===== config.mk =====
export PLATFORM = sky130hd
export DESIGN_NAME = uart_status_irq_enable_mux
export DESIGN_NICKNAME = d
export VERILOG_FILES = /design/src/uart_lsr_pkg.sv /design/src/uart_break_detect.sv /design/src/uart_pin_sync.sv /design/src/uart_status_irq_enable_mux.sv
export SDC_FILE = /design/constraint.sdc
export NUM_CORES = 1
export LEC_CHECK = 0
export BUFFER_PORTS_ARGS = -buffer_cell sky130_fd_sc_hd__buf_4
export CELL_PAD_IN_SITES_DETAIL_PLACEMENT = 0
export CELL_PAD_IN_SITES_GLOBAL_PLACEMENT = 1
export CORE_MARGIN = 4
export CORE_UTILIZATION = 36
export CTS_BUF_LIST = sky130_fd_sc_hd__clkbuf_16
export CTS_CLUSTER_DIAMETER = 30
export DETAILED_ROUTE_END_ITERATION = 8
export GPL_TIMING_DRIVEN = 0
export PLACE_DENSITY = 0.83
export SYNTH_ARGS = -nofsm -noshare
export SYNTH_HDL_FRONTEND = slang
export SYNTH_HIERARCHICAL = 1
export SYNTH_SLANG_ARGS = --single-unit

===== constraint.sdc =====
create_clock -name core_clk_i -period 2.25 [get_ports core_clk_i]
set_input_delay 0.225 -clock core_clk_i [delete_from_list [all_inputs] [get_ports core_clk_i]]
set_output_delay 0.225 -clock core_clk_i [all_outputs]
set_load 0.02 [all_outputs]

===== src/uart_lsr_pkg.sv =====
// constants for the uart line status, input mux and interrupt enable block
// assumes a byte-wide register port with full 32-bit byte addresses
package uart_lsr_pkg;
  // ==========================================================
  // register byte addresses
  localparam logic [31:0] ADDR_DATA = 32'hffff0700; // tx holding write, rx buffer read
  localparam logic [31:0] ADDR_IRQ_ENABLE = 32'hffff0704;
  localparam logic [31:0] ADDR_IRQ_IDENT = 32'hffff0708;
  localparam logic [31:0] ADDR_MUX_LOOP = 32'hffff0710;
  localparam logic [31:0] ADDR_LINE_STATUS = 32'hffff0714;
  // ==========================================================
  // reset values
  localparam logic [7:0] RST_IRQ_ENABLE = 8'h00;
  localparam logic [7:0] RST_MUX_LOOP = 8'h00;
  localparam logic [7:0] RST_LINE_STATUS = 8'h60;
  // ==========================================================
  // field positions
  localparam int MUX_SEL_HI = 7;
  localparam int MUX_SEL_LO = 6;
  localparam int LOOP_BIT = 4;
  localparam int ST_TX_EMPTY = 6;
  localparam int ST_HOLD_EMPTY = 5;
  localparam int ST_BREAK = 4;
  localparam int ST_FRAME = 3;
  localparam int ST_PARITY = 2;
  localparam int ST_OVERRUN = 1;
  localparam int ST_READY = 0;
  localparam int EN_LINE = 2;
  localparam int EN_TX = 1;
  localparam int EN_RX = 0;
  // ==========================================================
  // receive input select codes
  localparam logic [1:0] SEL_LIN = 2'h0;
  localparam logic [1:0] SEL_PIN_FIVE = 2'h2;
  // interrupt identification codes, bit 0 low while pending
  localparam logic [2:0] IID_NONE = 3'h1;
  localparam logic [2:0] IID_LINE = 3'h6;
  localparam logic [2:0] IID_RX = 3'h4;
  localparam logic [2:0] IID_TX = 3'h2;
  // longest frame: start, 8 data, parity, 2 stop
  localparam logic [3:0] MAX_FRAME_BITS = 4'hc;
endpackage : uart_lsr_pkg


===== src/uart_break_detect.sv =====
// counts bit times while the selected receive line is low
// assumes a one-cycle bit tick from the baud generator
`timescale 1ns/1ps
module uart_break_detect #(
  parameter logic [3:0] MAX_BITS = 4'hc
) (
  // clock and reset
  input wire logic core_clk_i,
  input wire logic rst_i,
  // line and bit timing
  input wire logic line_i,
  input wire logic bit_tick_i,
  // one pulse per low period longer than the longest frame
  output logic break_o
);
  logic [4:0] cnt_q;
  logic [4:0] cnt_d;
  logic brk_q;
  logic brk_d;

  // =========================================================
  // saturating count; pulse only once per low stretch
  always_comb begin
    cnt_d = cnt_q;
    brk_d = 1'b0;
    if (line_i) begin
      cnt_d = 5'h00;
    end else if (bit_tick_i && cnt_q != 5'h1f) begin
      cnt_d = cnt_q + 5'h01;
      brk_d = (cnt_q == {1'b0, MAX_BITS}); // longer than the frame
    end
  end

  always_ff @(posedge core_clk_i) begin
    if (rst_i) begin
      cnt_q <= 5'h00;
      brk_q <= 1'b0;
    end else begin
      cnt_q <= cnt_d;
      brk_q <= brk_d;
    end
  end

  assign break_o = brk_q;
endmodule : uart_break_detect


===== src/uart_pin_sync.sv =====
// two-flop synchroniser for asynchronous pins
// assumes one clock; only the second stage is visible outside
`timescale 1ns/1ps
module uart_pin_sync #(
  parameter int W = 2
) (
  // clock and reset
  input wire logic core_clk_i,
  input wire logic rst_i,
  // pins in, synchronised out
  input wire logic [W-1:0] pin_i,
  output logic [W-1:0] pin_o
);
  logic [W-1:0] meta_q;
  logic [W-1:0] stab_q;

  // =========================================================
  // pins idle high, so reset to ones to avoid a false break
  always_ff @(posedge core_clk_i) begin
    if (rst_i) begin
      meta_q <= '1;
      stab_q <= '1;
    end else begin
      meta_q <= pin_i;
      stab_q <= meta_q;
    end
  end

  assign pin_o = stab_q;
endmodule : uart_pin_sync


===== src/uart_status_irq_enable_mux.sv =====
// uart receive input mux, loopback, line status flags and interrupt enables
// assumes the rest of the uart supplies the shift register, receiver and
// divisor latch access bit on the same clock; lin and pin five are async
//
// Chosen here: strobed register access.
`timescale 1ns/1ps
// Overview of operation
// - select 00 feeds receiver from lin
// - select 10 feeds general pin five; others reserved
// - loopback bit forces transmit output high
// - transmitter empty when holding and shift empty
// - holding empty set when holding register empty
// - holding write clears both empty flags
// - break set when line low too long
// - framing error on bad stop bit
// - parity error on parity mismatch
// - overrun when unread character is overwritten
// - data ready set on receive, read clears
// - line interrupt on status bits 3..1
// - transmit interrupt when holding register becomes empty
// - receive interrupt when buffer becomes full
// - enable register hidden while latch access set
// - identification codes line, rx, tx priority
// - status read, tx write clear interrupts
module uart_status_irq_enable_mux
  import uart_lsr_pkg::*;
(
  // clock and reset
  input wire logic core_clk_i,
  input wire logic rst_i,
  // register port
  input wire logic [31:0] addr_i,
  input wire logic [7:0] wdata_i,
  input wire logic wr_i,
  input wire logic rd_i,
  output logic [7:0] rdata_o,
  // line control from the rest of the uart
  input wire logic divisor_latch_access_bit_i,
  input wire logic bit_tick_i,
  // transmit side
  output logic [7:0] thr_data_o,
  output logic thr_valid_o,
  input wire logic shift_take_i,
  input wire logic shift_busy_i,
  input wire logic shift_out_i,
  output logic txd_o,
  // receive side
  input wire logic lin_rx_i,
  input wire logic general_pin_five_i,
  output logic serial_input_line_o,
  input wire logic rx_char_valid_i,
  input wire logic [7:0] rx_char_i,
  input wire logic rx_stop_ok_i,
  input wire logic rx_parity_ok_i,
  // interrupt request
  output logic irq_o
);
  import uart_lsr_pkg::*;

  // =========================================================
  // declarations
  logic [1:0] pins_s;
  logic mux_line;
  logic brk_pulse;
  logic [2:0] ier_q, ier_d;
  logic [1:0] sel_q, sel_d;
  logic loop_q, loop_d;
  logic [7:0] thr_q, thr_d;
  logic thr_full_q, thr_full_d;
  logic tx_empty_q, tx_empty_d;
  logic [7:0] rbr_q, rbr_d;
  logic [4:0] lsr_q, lsr_d; // break, frame, parity, overrun, ready
  logic tx_irq_q, tx_irq_d;
  logic hold_empty_prev_q;
  logic en_tx_prev_q;
  logic [7:0] rdata_q, rdata_d;
  logic wr_thr, rd_rbr, rd_lsr, rd_iid, wr_ier, wr_ctl;
  logic ls_pend, rx_pend;
  logic [2:0] iid;

  // =========================================================
  // pin synchronisers and break detection
  uart_pin_sync #(.W(2)) u_sync (
    .core_clk_i(core_clk_i),
    .rst_i(rst_i),
    .pin_i({general_pin_five_i, lin_rx_i}),
    .pin_o(pins_s)
  );

  uart_break_detect #(.MAX_BITS(MAX_FRAME_BITS)) u_brk (
    .core_clk_i(core_clk_i),
    .rst_i(rst_i),
    .line_i(serial_input_line_o),
    .bit_tick_i(bit_tick_i),
    .break_o(brk_pulse)
  );

  // =========================================================
  // receive input mux; reserved codes hold the line idle
  always_comb begin
    if (sel_q == SEL_LIN) begin
      mux_line = pins_s[0];
    end else if (sel_q == SEL_PIN_FIVE) begin
      mux_line = pins_s[1];
    end else begin
      mux_line = 1'b1;
    end
  end

  // loopback: receiver hears our own shift output, line parked high
  assign serial_input_line_o = loop_q ? shift_out_i : mux_line;
  assign txd_o = loop_q | shift_out_i;

  // =========================================================
  // address decode; data and enable registers hide behind the latch bit
  always_comb begin
    wr_thr = 1'b0;
    rd_rbr = 1'b0;
    wr_ier = 1'b0;
    rd_iid = 1'b0;
    rd_lsr = 1'b0;
    wr_ctl = 1'b0;
    if (addr_i == ADDR_DATA) begin
      wr_thr = wr_i & ~divisor_latch_access_bit_i;
      rd_rbr = rd_i & ~divisor_latch_access_bit_i;
    end else if (addr_i == ADDR_IRQ_ENABLE) begin
      wr_ier = wr_i & ~divisor_latch_access_bit_i;
    end else if (addr_i == ADDR_IRQ_IDENT) begin
      rd_iid = rd_i;
    end else if (addr_i == ADDR_MUX_LOOP) begin
      wr_ctl = wr_i;
    end else if (addr_i == ADDR_LINE_STATUS) begin
      rd_lsr = rd_i; // writes here are dropped
    end
  end

  // =========================================================
  // control registers
  always_comb begin
    ier_d = ier_q;
    sel_d = sel_q;
    loop_d = loop_q;
    if (wr_ier) begin
      ier_d = wdata_i[2:0]; // bit 3 kept zero on read
    end
    if (wr_ctl) begin
      sel_d = wdata_i[MUX_SEL_HI:MUX_SEL_LO];
      loop_d = wdata_i[LOOP_BIT];
    end
  end

  always_ff @(posedge core_clk_i) begin
    if (rst_i) begin
      ier_q <= RST_IRQ_ENABLE[2:0];
      sel_q <= RST_MUX_LOOP[MUX_SEL_HI:MUX_SEL_LO];
      loop_q <= RST_MUX_LOOP[LOOP_BIT];
    end else begin
      ier_q <= ier_d;
      sel_q <= sel_d;
      loop_q <= loop_d;
    end
  end

  // =========================================================
  // transmit holding register and the two empty flags
  always_comb begin
    thr_d = thr_q;
    thr_full_d = thr_full_q;
    if (shift_take_i) begin
      thr_full_d = 1'b0;
    end
    if (wr_thr) begin
      thr_d = wdata_i;
      thr_full_d = 1'b1;
    end
    // empty only once nothing waits and nothing shifts
    tx_empty_d = ~thr_full_d & ~shift_busy_i & ~wr_thr;
  end

  always_ff @(posedge core_clk_i) begin
    if (rst_i) begin
      thr_q <= 8'h00;
      thr_full_q <= ~RST_LINE_STATUS[ST_HOLD_EMPTY];
      tx_empty_q <= RST_LINE_STATUS[ST_TX_EMPTY];
    end else begin
      thr_q <= thr_d;
      thr_full_q <= thr_full_d;
      tx_empty_q <= tx_empty_d;
    end
  end

  assign thr_data_o = thr_q;
  assign thr_valid_o = thr_full_q;

  // =========================================================
  // receive buffer and sticky flags; a set always beats a read clear
  always_comb begin
    rbr_d = rbr_q;
    lsr_d = lsr_q;
    if (rd_lsr) begin
      lsr_d[4:1] = 4'h0;
    end
    if (rd_rbr) begin
      lsr_d[ST_READY] = 1'b0;
    end
    if (brk_pulse) begin
      lsr_d[ST_BREAK] = 1'b1;
    end
    if (rx_char_valid_i) begin
      rbr_d = rx_char_i;
      lsr_d[ST_READY] = 1'b1;
      if (lsr_q[ST_READY] && !rd_rbr) begin
        lsr_d[ST_OVERRUN] = 1'b1;
      end
      if (!rx_stop_ok_i) begin
        lsr_d[ST_FRAME] = 1'b1;
      end
      if (!rx_parity_ok_i) begin
        lsr_d[ST_PARITY] = 1'b1;
      end
    end
  end

  always_ff @(posedge core_clk_i) begin
    if (rst_i) begin
      rbr_q <= 8'h00;
      lsr_q <= RST_LINE_STATUS[4:0];
    end else begin
      rbr_q <= rbr_d;
      lsr_q <= lsr_d;
    end
  end

  // =========================================================
  // interrupt sources and identification
  assign ls_pend = ier_q[EN_LINE] & (|lsr_q[ST_FRAME:ST_OVERRUN]);
  assign rx_pend = ier_q[EN_RX] & lsr_q[ST_READY];

  always_comb begin
    if (ls_pend) begin
      iid = IID_LINE;
    end else if (rx_pend) begin
      iid = IID_RX;
    end else if (tx_irq_q) begin
      iid = IID_TX;
    end else begin
      iid = IID_NONE;
    end
  end

  // tx request arms on the empty edge or on enabling while empty,
  // and is dropped by a holding write or by reading it out of the id
  always_comb begin
    tx_irq_d = tx_irq_q;
    if (wr_thr || (rd_iid && iid == IID_TX)) begin
      tx_irq_d = 1'b0;
    end
    if (!thr_full_q && ier_q[EN_TX] && (!hold_empty_prev_q || !en_tx_prev_q)) begin
      tx_irq_d = 1'b1;
    end
    if (!ier_q[EN_TX]) begin
      tx_irq_d = 1'b0;
    end
  end

  always_ff @(posedge core_clk_i) begin
    if (rst_i) begin
      tx_irq_q <= 1'b0;
      hold_empty_prev_q <= RST_LINE_STATUS[ST_HOLD_EMPTY];
      en_tx_prev_q <= RST_IRQ_ENABLE[EN_TX];
    end else begin
      tx_irq_q <= tx_irq_d;
      hold_empty_prev_q <= ~thr_full_q;
      en_tx_prev_q <= ier_q[EN_TX];
    end
  end

  assign irq_o = ~iid[0];

  // =========================================================
  // read data, stands for the one cycle after the strobe
  always_comb begin
    rdata_d = 8'h00;
    if (rd_rbr) begin
      rdata_d = rbr_q;
    end else if (rd_i && addr_i == ADDR_IRQ_ENABLE && !divisor_latch_access_bit_i) begin
      rdata_d = {5'h00, ier_q};
    end else if (rd_iid) begin
      rdata_d = {5'h00, iid};
    end else if (rd_i && addr_i == ADDR_MUX_LOOP) begin
      rdata_d = {sel_q, 1'b0, loop_q, 4'h0};
    end else if (rd_lsr) begin
      rdata_d = {1'b0, tx_empty_q, ~thr_full_q, lsr_q};
    end
  end

  always_ff @(posedge core_clk_i) begin
    if (rst_i) begin
      rdata_q <= 8'h00;
    end else begin
      rdata_q <= rdata_d;
    end
  end

  assign rdata_o = rdata_q;
endmodule : uart_status_irq_enable_mux


# Yosys cells after proc, flatten, opt, wreduce, memory -nomap -nowiden
# Index checks and enable logic that the tools add are counted.
# Widths: inputs -> output; s select.
# op_classes
n_reduce_logical	23
mux	38
n_eq_ne	9
bitwise	15
add_sub_neg	1
# op_table
cell	count
$eq 32x32->1 const B	5
$mux 8	4
$mux 1	28
$logic_and 1x1->1	8
$mux 4	2
$not 1->1	8
$mux 7	1
$and 1x1->1	6
$mux 3	2
$reduce_bool 2->1	3
$reduce_or 3->1	2
$add 5x1->5 const B	1
$eq 5x4->1 const B	1
$logic_not 1->1	5
$ne 5x5->1 const B	1
$reduce_or 2->1	2
$eq 3x2->1 const B	1
$eq 2x2->1 const B	1
$logic_not 2->1	1
$logic_or 1x1->1	2
$mux 2	1
$or 1x1->1	1
# word_totals
regBits	50
wordCells	104

# Longest topological paths before layout
# Gate-level depths: netlist of run 1.
# logic_depth
ltp_word	11
mapped_depth	6
depth_no_buf	6

# Modules after synthesis
# Netlist of run 1, hierarchy kept.
# modules_own_cells
mod	n_inst	area_per_inst_um2	seq_area_each_um2	cells_each
uart_status_irq_enable_mux	1	1831.8	800.8	197
uart_break_detect	1	296.5	120.1	33
uart_pin_sync	1	105.1	80.1	8

# Worst setup path after synthesis of run 1
# Ideal clock, no wire load.
# synth_path
path_kind	input-to-reg
from	in addr_i[5]
to	reg rdata_q[2], in the netlist rdata_o[2]
setup_slack_ns	0.429
required_time_ns	2.184
setup_ns	0.066
t_arrival_ns	1.755
stages	5
cell_sequence	or4b_4 -> nor4_4 -> o211ai_1 -> a221o_1 -> a21oi_2
# synth_between
elab_chain_cells	11
word_cells_on_any_way	22
classes_between	5 x eq/ne; 14 x mux; 3 x reduce/logical
# synth_rtl
element	line	text
from (decl)	uart_status_irq_enable_mux.sv:32	input wire logic [31:0] addr_i,
$eq 32x32->1	uart_status_irq_enable_mux.sv:132	end else if (addr_i == ADDR_LINE_STATUS) begin
$mux 1	uart_status_irq_enable_mux.sv:132	
$mux 1	uart_status_irq_enable_mux.sv:130	end else if (addr_i == ADDR_MUX_LOOP) begin
$mux 1	uart_status_irq_enable_mux.sv:128	end else if (addr_i == ADDR_IRQ_IDENT) begin
$mux 1	uart_status_irq_enable_mux.sv:126	end else if (addr_i == ADDR_IRQ_ENABLE) begin
$mux 1	uart_status_irq_enable_mux.sv:123	if (addr_i == ADDR_DATA) begin
$mux 7	uart_status_irq_enable_mux.sv:292	end else if (rd_lsr) begin
$mux 8	uart_status_irq_enable_mux.sv:290	end else if (rd_i && addr_i == ADDR_MUX_LOOP) begin
$mux 8	uart_status_irq_enable_mux.sv:288	end else if (rd_iid) begin
$mux 8	uart_status_irq_enable_mux.sv:286	end else if (rd_i && addr_i == ADDR_IRQ_ENABLE && !divisor_latch_access_bit_i) begin
$mux 8 (*)	uart_status_irq_enable_mux.sv:284	if (rd_rbr) begin
to (signal assigned)	uart_status_irq_enable_mux.sv:301	rdata_q <= rdata_d;
to (decl)	uart_status_irq_enable_mux.sv:76	logic [7:0] rdata_q, rdata_d;
# Mark *: on every way between the ends. The rest lies on a longest branch, timed or not.
# A chain may end at the register's enable or synchronous reset.

# Worst setup path after layout of run 1
# layout_path
from	in addr_i[5]
to	reg sel_q[0]
# layout_between
elab_chain_cells	5
word_cells_on_any_way	8
classes_between	4 x eq/ne; 4 x mux
# layout_rtl
element	line	text
$eq 32x32->1	uart_status_irq_enable_mux.sv:130	
$mux 1	uart_status_irq_enable_mux.sv:130	
$mux 1	uart_status_irq_enable_mux.sv:128	
$mux 1	uart_status_irq_enable_mux.sv:126	
$mux 1 (*)	uart_status_irq_enable_mux.sv:123	
to (signal assigned)	uart_status_irq_enable_mux.sv:155	sel_q <= RST_MUX_LOOP[MUX_SEL_HI:MUX_SEL_LO];
to (signal assigned)	uart_status_irq_enable_mux.sv:159	sel_q <= sel_d;
to (decl)	uart_status_irq_enable_mux.sv:66	logic [1:0] sel_q, sel_d;
# Marks and branches as above.

==> results.py, run 1 <==
metrics = {
    "drt": {
        "routed_wl_mm": 5.52,
        "wl_per_cell_um": 13.8,
        "drc": 0,
        "drtIter0Drc": 85,
        "antenna_left": 0,
        "drt-pass1-iter-count": 4,
        "vias": 2033,
        "vias_per_cell": 5.10,
    },
    "clocking": {
        "cts_setup_buffers": 0,
        "holdBufCountCts": 0,
        "clock_latency_ns": 0.28,
        "h-tree-depth": 2,
        "numCtsBuffers": 5,
        "cts_resized": 0,
        "clock-sinks": 50,
        "clockRootBuffer": "clkbuf_16",
        "clkTransAtPathRegs_ns": 0.06,
        "clockBufferDepth": 2,
        "tritoncts": "yes",
    },
    "sta": {
        "drv_slew": 0,
        "fin_crit_sh_pct": 87.1,
        "fin_setup_tns_ns": 0,
        "skew_ns": 0.00488,
        "rsz0062_at_grt": "false",
        "fmax_mhz": 510,
        "finalHoldViolCount": 0,
        "tightest_slew_ns": 0.750,
        "fin_crit_ns": 1.96,
        "slew_headroom_pct": 49.6,
        "setup_viol": 0,
        "timing.hold.ws_ns": 0.123,
        "fin_ws_ns": 0.291,
    },
    "yosys": {
        "synth_area_leaders": "dfxtp_1 45%, mux2i_1 11%, nor2_1 5.9%, a21oi_1 3.1%, nand2_1 2.5%",
        "synth_seq_cells": 50,
        "syn-num-nets": 303,
        "ys_seq_area_share_pct": 44.8,
        "yosys_warnings": 6,
        "avgSynthCellArea_um2": 9.38,
        "synth-edff-count": 0,
        "synthCells": 238,
        "synth_top_area_cell": "dfxtp_1",
        "ys.flop_type": "dfxtp_1",
        "synth.distinct_cells": 51,
        "ys_async_sr_fraction_pct": 0,
        "synth_area_mm2": 0.00223,
        "yosysTopAreaCellShare_pct": 44.8,
    },
    "grt": {
        "grt_pass1_vias": 2006,
        "antenna_found_initial": 0,
        "grt_usage_pct": 15.4,
        "grt_pass1_wl_mm": 9.14,
        "grt_overflow": 0,
        "grt_max_degree": 16,
    },
    "worst_setup_path": {
        "rrSetupSlack_ns": 0.50,
        "cp_cell_sequence": "buf_4 > or4b_4 > nor4_1 > nand4_1 > mux2i_1 > nor2_1",
        "critPathTopFamily": "simple AND/OR/NAND/NOR gates",
        "cp.depth": 6,
        "worstReg2RegStart": "lsr_q[3]",
        "crit_end": "sel_q[0]",
        "cp.required_ns": 2.40,
        "worstPathArrival_ns": 2.11,
        "worstRegToRegCells": 5,
        "critPathSlowestCell": "nor4_1",
        "r2r_end": "rdata_o[0]",
        "path_max_fanout": 4,
        "startpoint_type": "primary input",
        "slowest_delay_ns": 0.58,
        "path_class": "in -> reg",
        "end_kind": "flip-flop",
        "path_buf_inv": 1,
        "startpoint": "addr_i[5]",
    },
    "floorplanning": {
        "core_area_mm2": 0.00596,
        "rows": 28,
        "num_io_pins": 82,
        "die_x_um": 86.8,
        "die_h_um": 86.8,
        "dieArea_mm2": 0.00753,
        "initial_core_util_pct": 37.5,
    },
    "final_layout": {
        "utilization_pct": 51.4,
        "diodes": 0,
        "register_area_mm2": 0.00100,
        "fin_nets": 389,
        "drive_gt1_share_pct": 31.5,
        "mostFrequentLayoutCell": "buf_4",
        "layout_common_cells": "79 x buf_4, 50 x dfxtp_1, 35 x nor2_1",
        "fillers": 569,
        "areaGrowthSynthToFinish_pct": 37.0,
        "multi_input_comb_area_mm2": 0.00115,
    },
    "power": {
        "power_density_mw_per_mm2": 587,
        "irDropWorstVdd_uv": 402,
        "power_mw": 1.80,
        "power_leakage_nw": 1.37,
    },
    "placement": {
        "portBuffers": 79,
        "dp_hpwl_mm": 4.42,
        "finalWeightedCongestion": 0.818,
        "pre_cts_ws_ns": 0.0446,
    },
    "job": {
        "max-cap-violations": 0,
    },
    "outcome": {
        "status": "finished, final reports clean",
    },
    "worst_hold_path": {
        "hold_path.class": "in -> reg",
    },
}
-- sequential cells by signal, indices dropped and copies added, names as in the netlist, 2 cells and up --
register and cells:
sel_q 2, rdata_o 8, ier_q 3, u_sync/pin_o 2, thr_data_o 8, u_sync/meta_q 2, u_brk/cnt_q 5, rbr_q 8
lsr_q 5
-- cell usage after synthesis, drive strengths merged, types with 2 or more instances --
| cell type | count |
|---|---|
| nor4b | 2 |
| or2 | 6 |
| nand3b | 4 |
| nor4 | 4 |
| and3 | 4 |
| o31ai | 2 |
| a221o | 2 |
| nor3b | 2 |
| o21ai | 4 |
| nand4 | 8 |
| nor3 | 4 |
| dfxtp | 50 |
| inv | 5 |
| or4 | 2 |
| nor2 | 35 |
| or3 | 2 |
| a21oi | 15 |
| nand2b | 5 |
| o211ai | 2 |
| nand3 | 7 |
| a2bb2oi | 5 |
| mux2i | 24 |
| nor2b | 2 |
| ha | 3 |
| buf | 2 |
| nand2 | 15 |
| clkbuf | 7 |
-- through the flow --
step,instance area [um^2],cells
3_5_place_dp,2920,392
5_1_grt,3060,399
4_1_cts,3060,399
2_1_floorplan,2230,238
3_3_place_gp,2920,392
6_report,3060,399
-- how the worst min path moves through the flow --
stage | cells past startpoint | to | slack [ns] | from
after detailed placement | 1 | u_sync/pin_o[1] | 0.39 | u_sync/meta_q[1]
after global placement | 1 | u_sync/pin_o[1] | 0.38 | u_sync/meta_q[1]
final | 2 | u_sync/meta_q[1] | 0.12 | general_pin_five_i
after CTS | 2 | tx_empty_q | 0.12 | shift_busy_i
after global routing | 2 | u_sync/meta_q[1] | 0.11 | general_pin_five_i
after floorplan | 1 | en_tx_prev_q | 0.31 | rst_i
-- kinds of logic after synthesis --
| group | count (synthesis) | synth area share [%] |
|---|---|---|
| and+or+nand+nor | 108 | 27.2 |
| DFF | 50 | 44.8 |
| AOI/OAI and AO/OA | 37 | 11.1 |
| muxes | 24 | 10.8 |
| buffers and inverters | 14 | 3.64 |
| adders and majority gates | 3 | 1.68 |
| xor gates and xnor gates | 2 | 0.784 |
-- routing by layer --
metal	up-vias	GRT usage (%)	wire, um
li1	1024	-	-
met1	929	19.8	2390
met2	69	23.9	2590
met3	11	5.04	439
met4	0	5.81	101
met5	-	0	0
-- final cells by class --
class / count / area share, %
plain buffers: 9 / 2.04
clock inverters: 2 / 0.450
multi-input cells: 174 / 37.6
flip-flops and latches: 50 / 32.7
well taps: 75 / 3.07
clock buffers: 5 / 4.09
repair buffers: 79 / 19.4
inverters: 5 / 0.613
-- report_power, final --
part           leakage, nW  switching (mW)  internal (mW)
Clock               0.0701           0.303          0.407
Combinational        0.894          0.0693          0.102
Sequential           0.407          0.0114          0.903
Total                 1.37           0.384           1.41
Note: power is estimated with default switching activity, not from simulation.
==> run 2: changes to the inputs <==
--- a/config.mk
+++ b/config.mk
@@ -8,6 +8,7 @@
 export BUFFER_PORTS_ARGS = -buffer_cell sky130_fd_sc_hd__buf_4
 export CELL_PAD_IN_SITES_DETAIL_PLACEMENT = 0
 export CELL_PAD_IN_SITES_GLOBAL_PLACEMENT = 1
+export CORE_ASPECT_RATIO = 1.75
 export CORE_MARGIN = 4
 export CORE_UTILIZATION = 36
 export CTS_BUF_LIST = sky130_fd_sc_hd__clkbuf_16
==> results.py, run 2 (synthesis results as in run 1) <==
metrics = {
    "outcome": {
        "status": "finished, final reports clean",
    },
    "sta": {
        "tightest_slew_ns": 0.766,
        "fin_crit_ns": 1.99,
        "fin_crit_sh_pct": 88.2,
        "rsz0062_at_grt": "false",
        "slew_headroom_pct": 48.2,
        "skew_ns": 0.00673,
        "fin_setup_tns_ns": 0,
        "finalHoldViolCount": 0,
        "timing.hold.ws_ns": 0.115,
        "fmax_mhz": 504,
        "drv_slew": 0,
        "setup_viol": 0,
        "fin_ws_ns": 0.264,
    },
    "clocking": {
        "clkTransAtPathRegs_ns": 0.06,
        "clock_latency_ns": 0.28,
        "h-tree-depth": 2,
        "tritoncts": "yes",
        "clockBufferDepth": 2,
        "cts_setup_buffers": 0,
        "cts_resized": 0,
        "clockRootBuffer": "clkbuf_16",
        "numCtsBuffers": 5,
        "clock-sinks": 50,
        "holdBufCountCts": 0,
    },
    "floorplanning": {
        "num_io_pins": 82,
        "initial_core_util_pct": 37.4,
        "rows": 37,
        "die_h_um": 112,
        "die_x_um": 67.5,
        "core_area_mm2": 0.00597,
        "dieArea_mm2": 0.00758,
    },
    "worst_setup_path": {
        "rrSetupSlack_ns": 0.52,
        "cp.required_ns": 2.40,
        "path_class": "in -> reg",
        "worstReg2RegStart": "lsr_q[3]",
        "crit_end": "sel_q[1]",
        "startpoint": "addr_i[5]",
        "worstPathArrival_ns": 2.13,
        "path_max_fanout": 4,
        "r2r_end": "rdata_o[0]",
        "end_kind": "flip-flop",
        "worstRegToRegCells": 5,
        "startpoint_type": "primary input",
    },
    "placement": {
        "portBuffers": 79,
        "pre_cts_ws_ns": -0.0802,
        "finalWeightedCongestion": 0.852,
        "dp_cells": 395,
        "dp_hpwl_mm": 4.66,
    },
    "power": {
        "irDropWorstVdd_uv": 557,
        "power_leakage_nw": 1.37,
        "power_density_mw_per_mm2": 586,
    },
    "final_layout": {
        "diodes": 0,
        "drive_gt1_share_pct": 31.2,
        "fin_nets": 389,
        "stdcell_count": 402,
        "utilization_pct": 51.2,
        "layout_common_cells": "79 x buf_4, 50 x dfxtp_1, 35 x nor2_1",
        "areaGrowthSynthToFinish_pct": 37.0,
        "mostFrequentLayoutCell": "buf_4",
    },
    "drt": {
        "drc": 0,
        "vias_per_cell": 5.01,
        "vias": 2015,
        "drtIter0Drc": 47,
        "antenna_left": 0,
        "drt-pass1-iter-count": 4,
        "routed_wl_mm": 5.75,
        "wl_per_cell_um": 14.3,
    },
    "job": {
        "max-cap-violations": 0,
    },
    "grt": {
        "antenna_found_initial": 0,
        "grt_pass1_wl_mm": 9.46,
        "grt_usage_pct": 16.3,
        "grt_max_degree": 15,
        "grt_pass1_vias": 2077,
        "grt_overflow": 0,
    },
    "worst_hold_path": {
        "hold_path.class": "in -> reg",
    },
}
## run 2: cell count changes in the layout (fill, tap and decap cells not counted)
| cell | before | now |
|---|---|---|
| clkinvlp_4 | 0 | 1 |
| inv_6 | 1 | 0 |
| clkinv_2 | 1 | 0 |
| inv_1 | 5 | 6 |
## run 2: worst min-delay path by stage
stage	start	to	slack [ns]	cells after the start
after CTS	general_pin_five_i	u_sync/meta_q[1]	0.11	2
after floorplan	rst_i	en_tx_prev_q	0.31	1
after global placement	u_sync/meta_q[1]	u_sync/pin_o[1]	0.39	1
after global routing	shift_busy_i	tx_empty_q	0.11	2
after detailed placement	u_sync/meta_q[1]	u_sync/pin_o[1]	0.39	1
final	general_pin_five_i	u_sync/meta_q[1]	0.11	2
## run 2: per-layer routing
metal	GRT usage (%)	part of all wire (%)	vias up
li1	-	-	1023
met3	2.90	2.9	11
met2	31.2	58	41
met4	6.50	2.4	0
met5	0	0	-
met1	16.4	37	940
## run 2: through the flow
step | instance area (um^2) | power [mW]
floorplan | 2230 | 0.999
detailed placement | 2920 | 1.11
global route | 3060 | 1.87
CTS | 3060 | 1.82
finish | 3060 | 1.79
global placement | 2920 | 1.11
## run 2: worst max-delay path, stage by stage
cell     delay (ns)
buf_4          0.11
or4b_4         0.57
nor4_1         0.59
nand4_1        0.34
mux2i_1        0.24
nor2_1         0.05
## run 2: power by group
part           switching, mW  internal (mW)  total [mW]
logic                 0.0712          0.102       0.173
clock network          0.303          0.401       0.704
registers             0.0119          0.903       0.915
## run 2: final cells by class
cell class                      instances  area, um^2
Inverter                                5        18.8
Multi-Input combinational cell        174        1150
Tap cell                               78        97.6
Sequential cell                        50        1000
Clock inverter                          2        11.3
Buffer                                  9        62.6
Clock buffer                            5         125
Timing Repair Buffer                   79         593
Fill cell                             593        2910
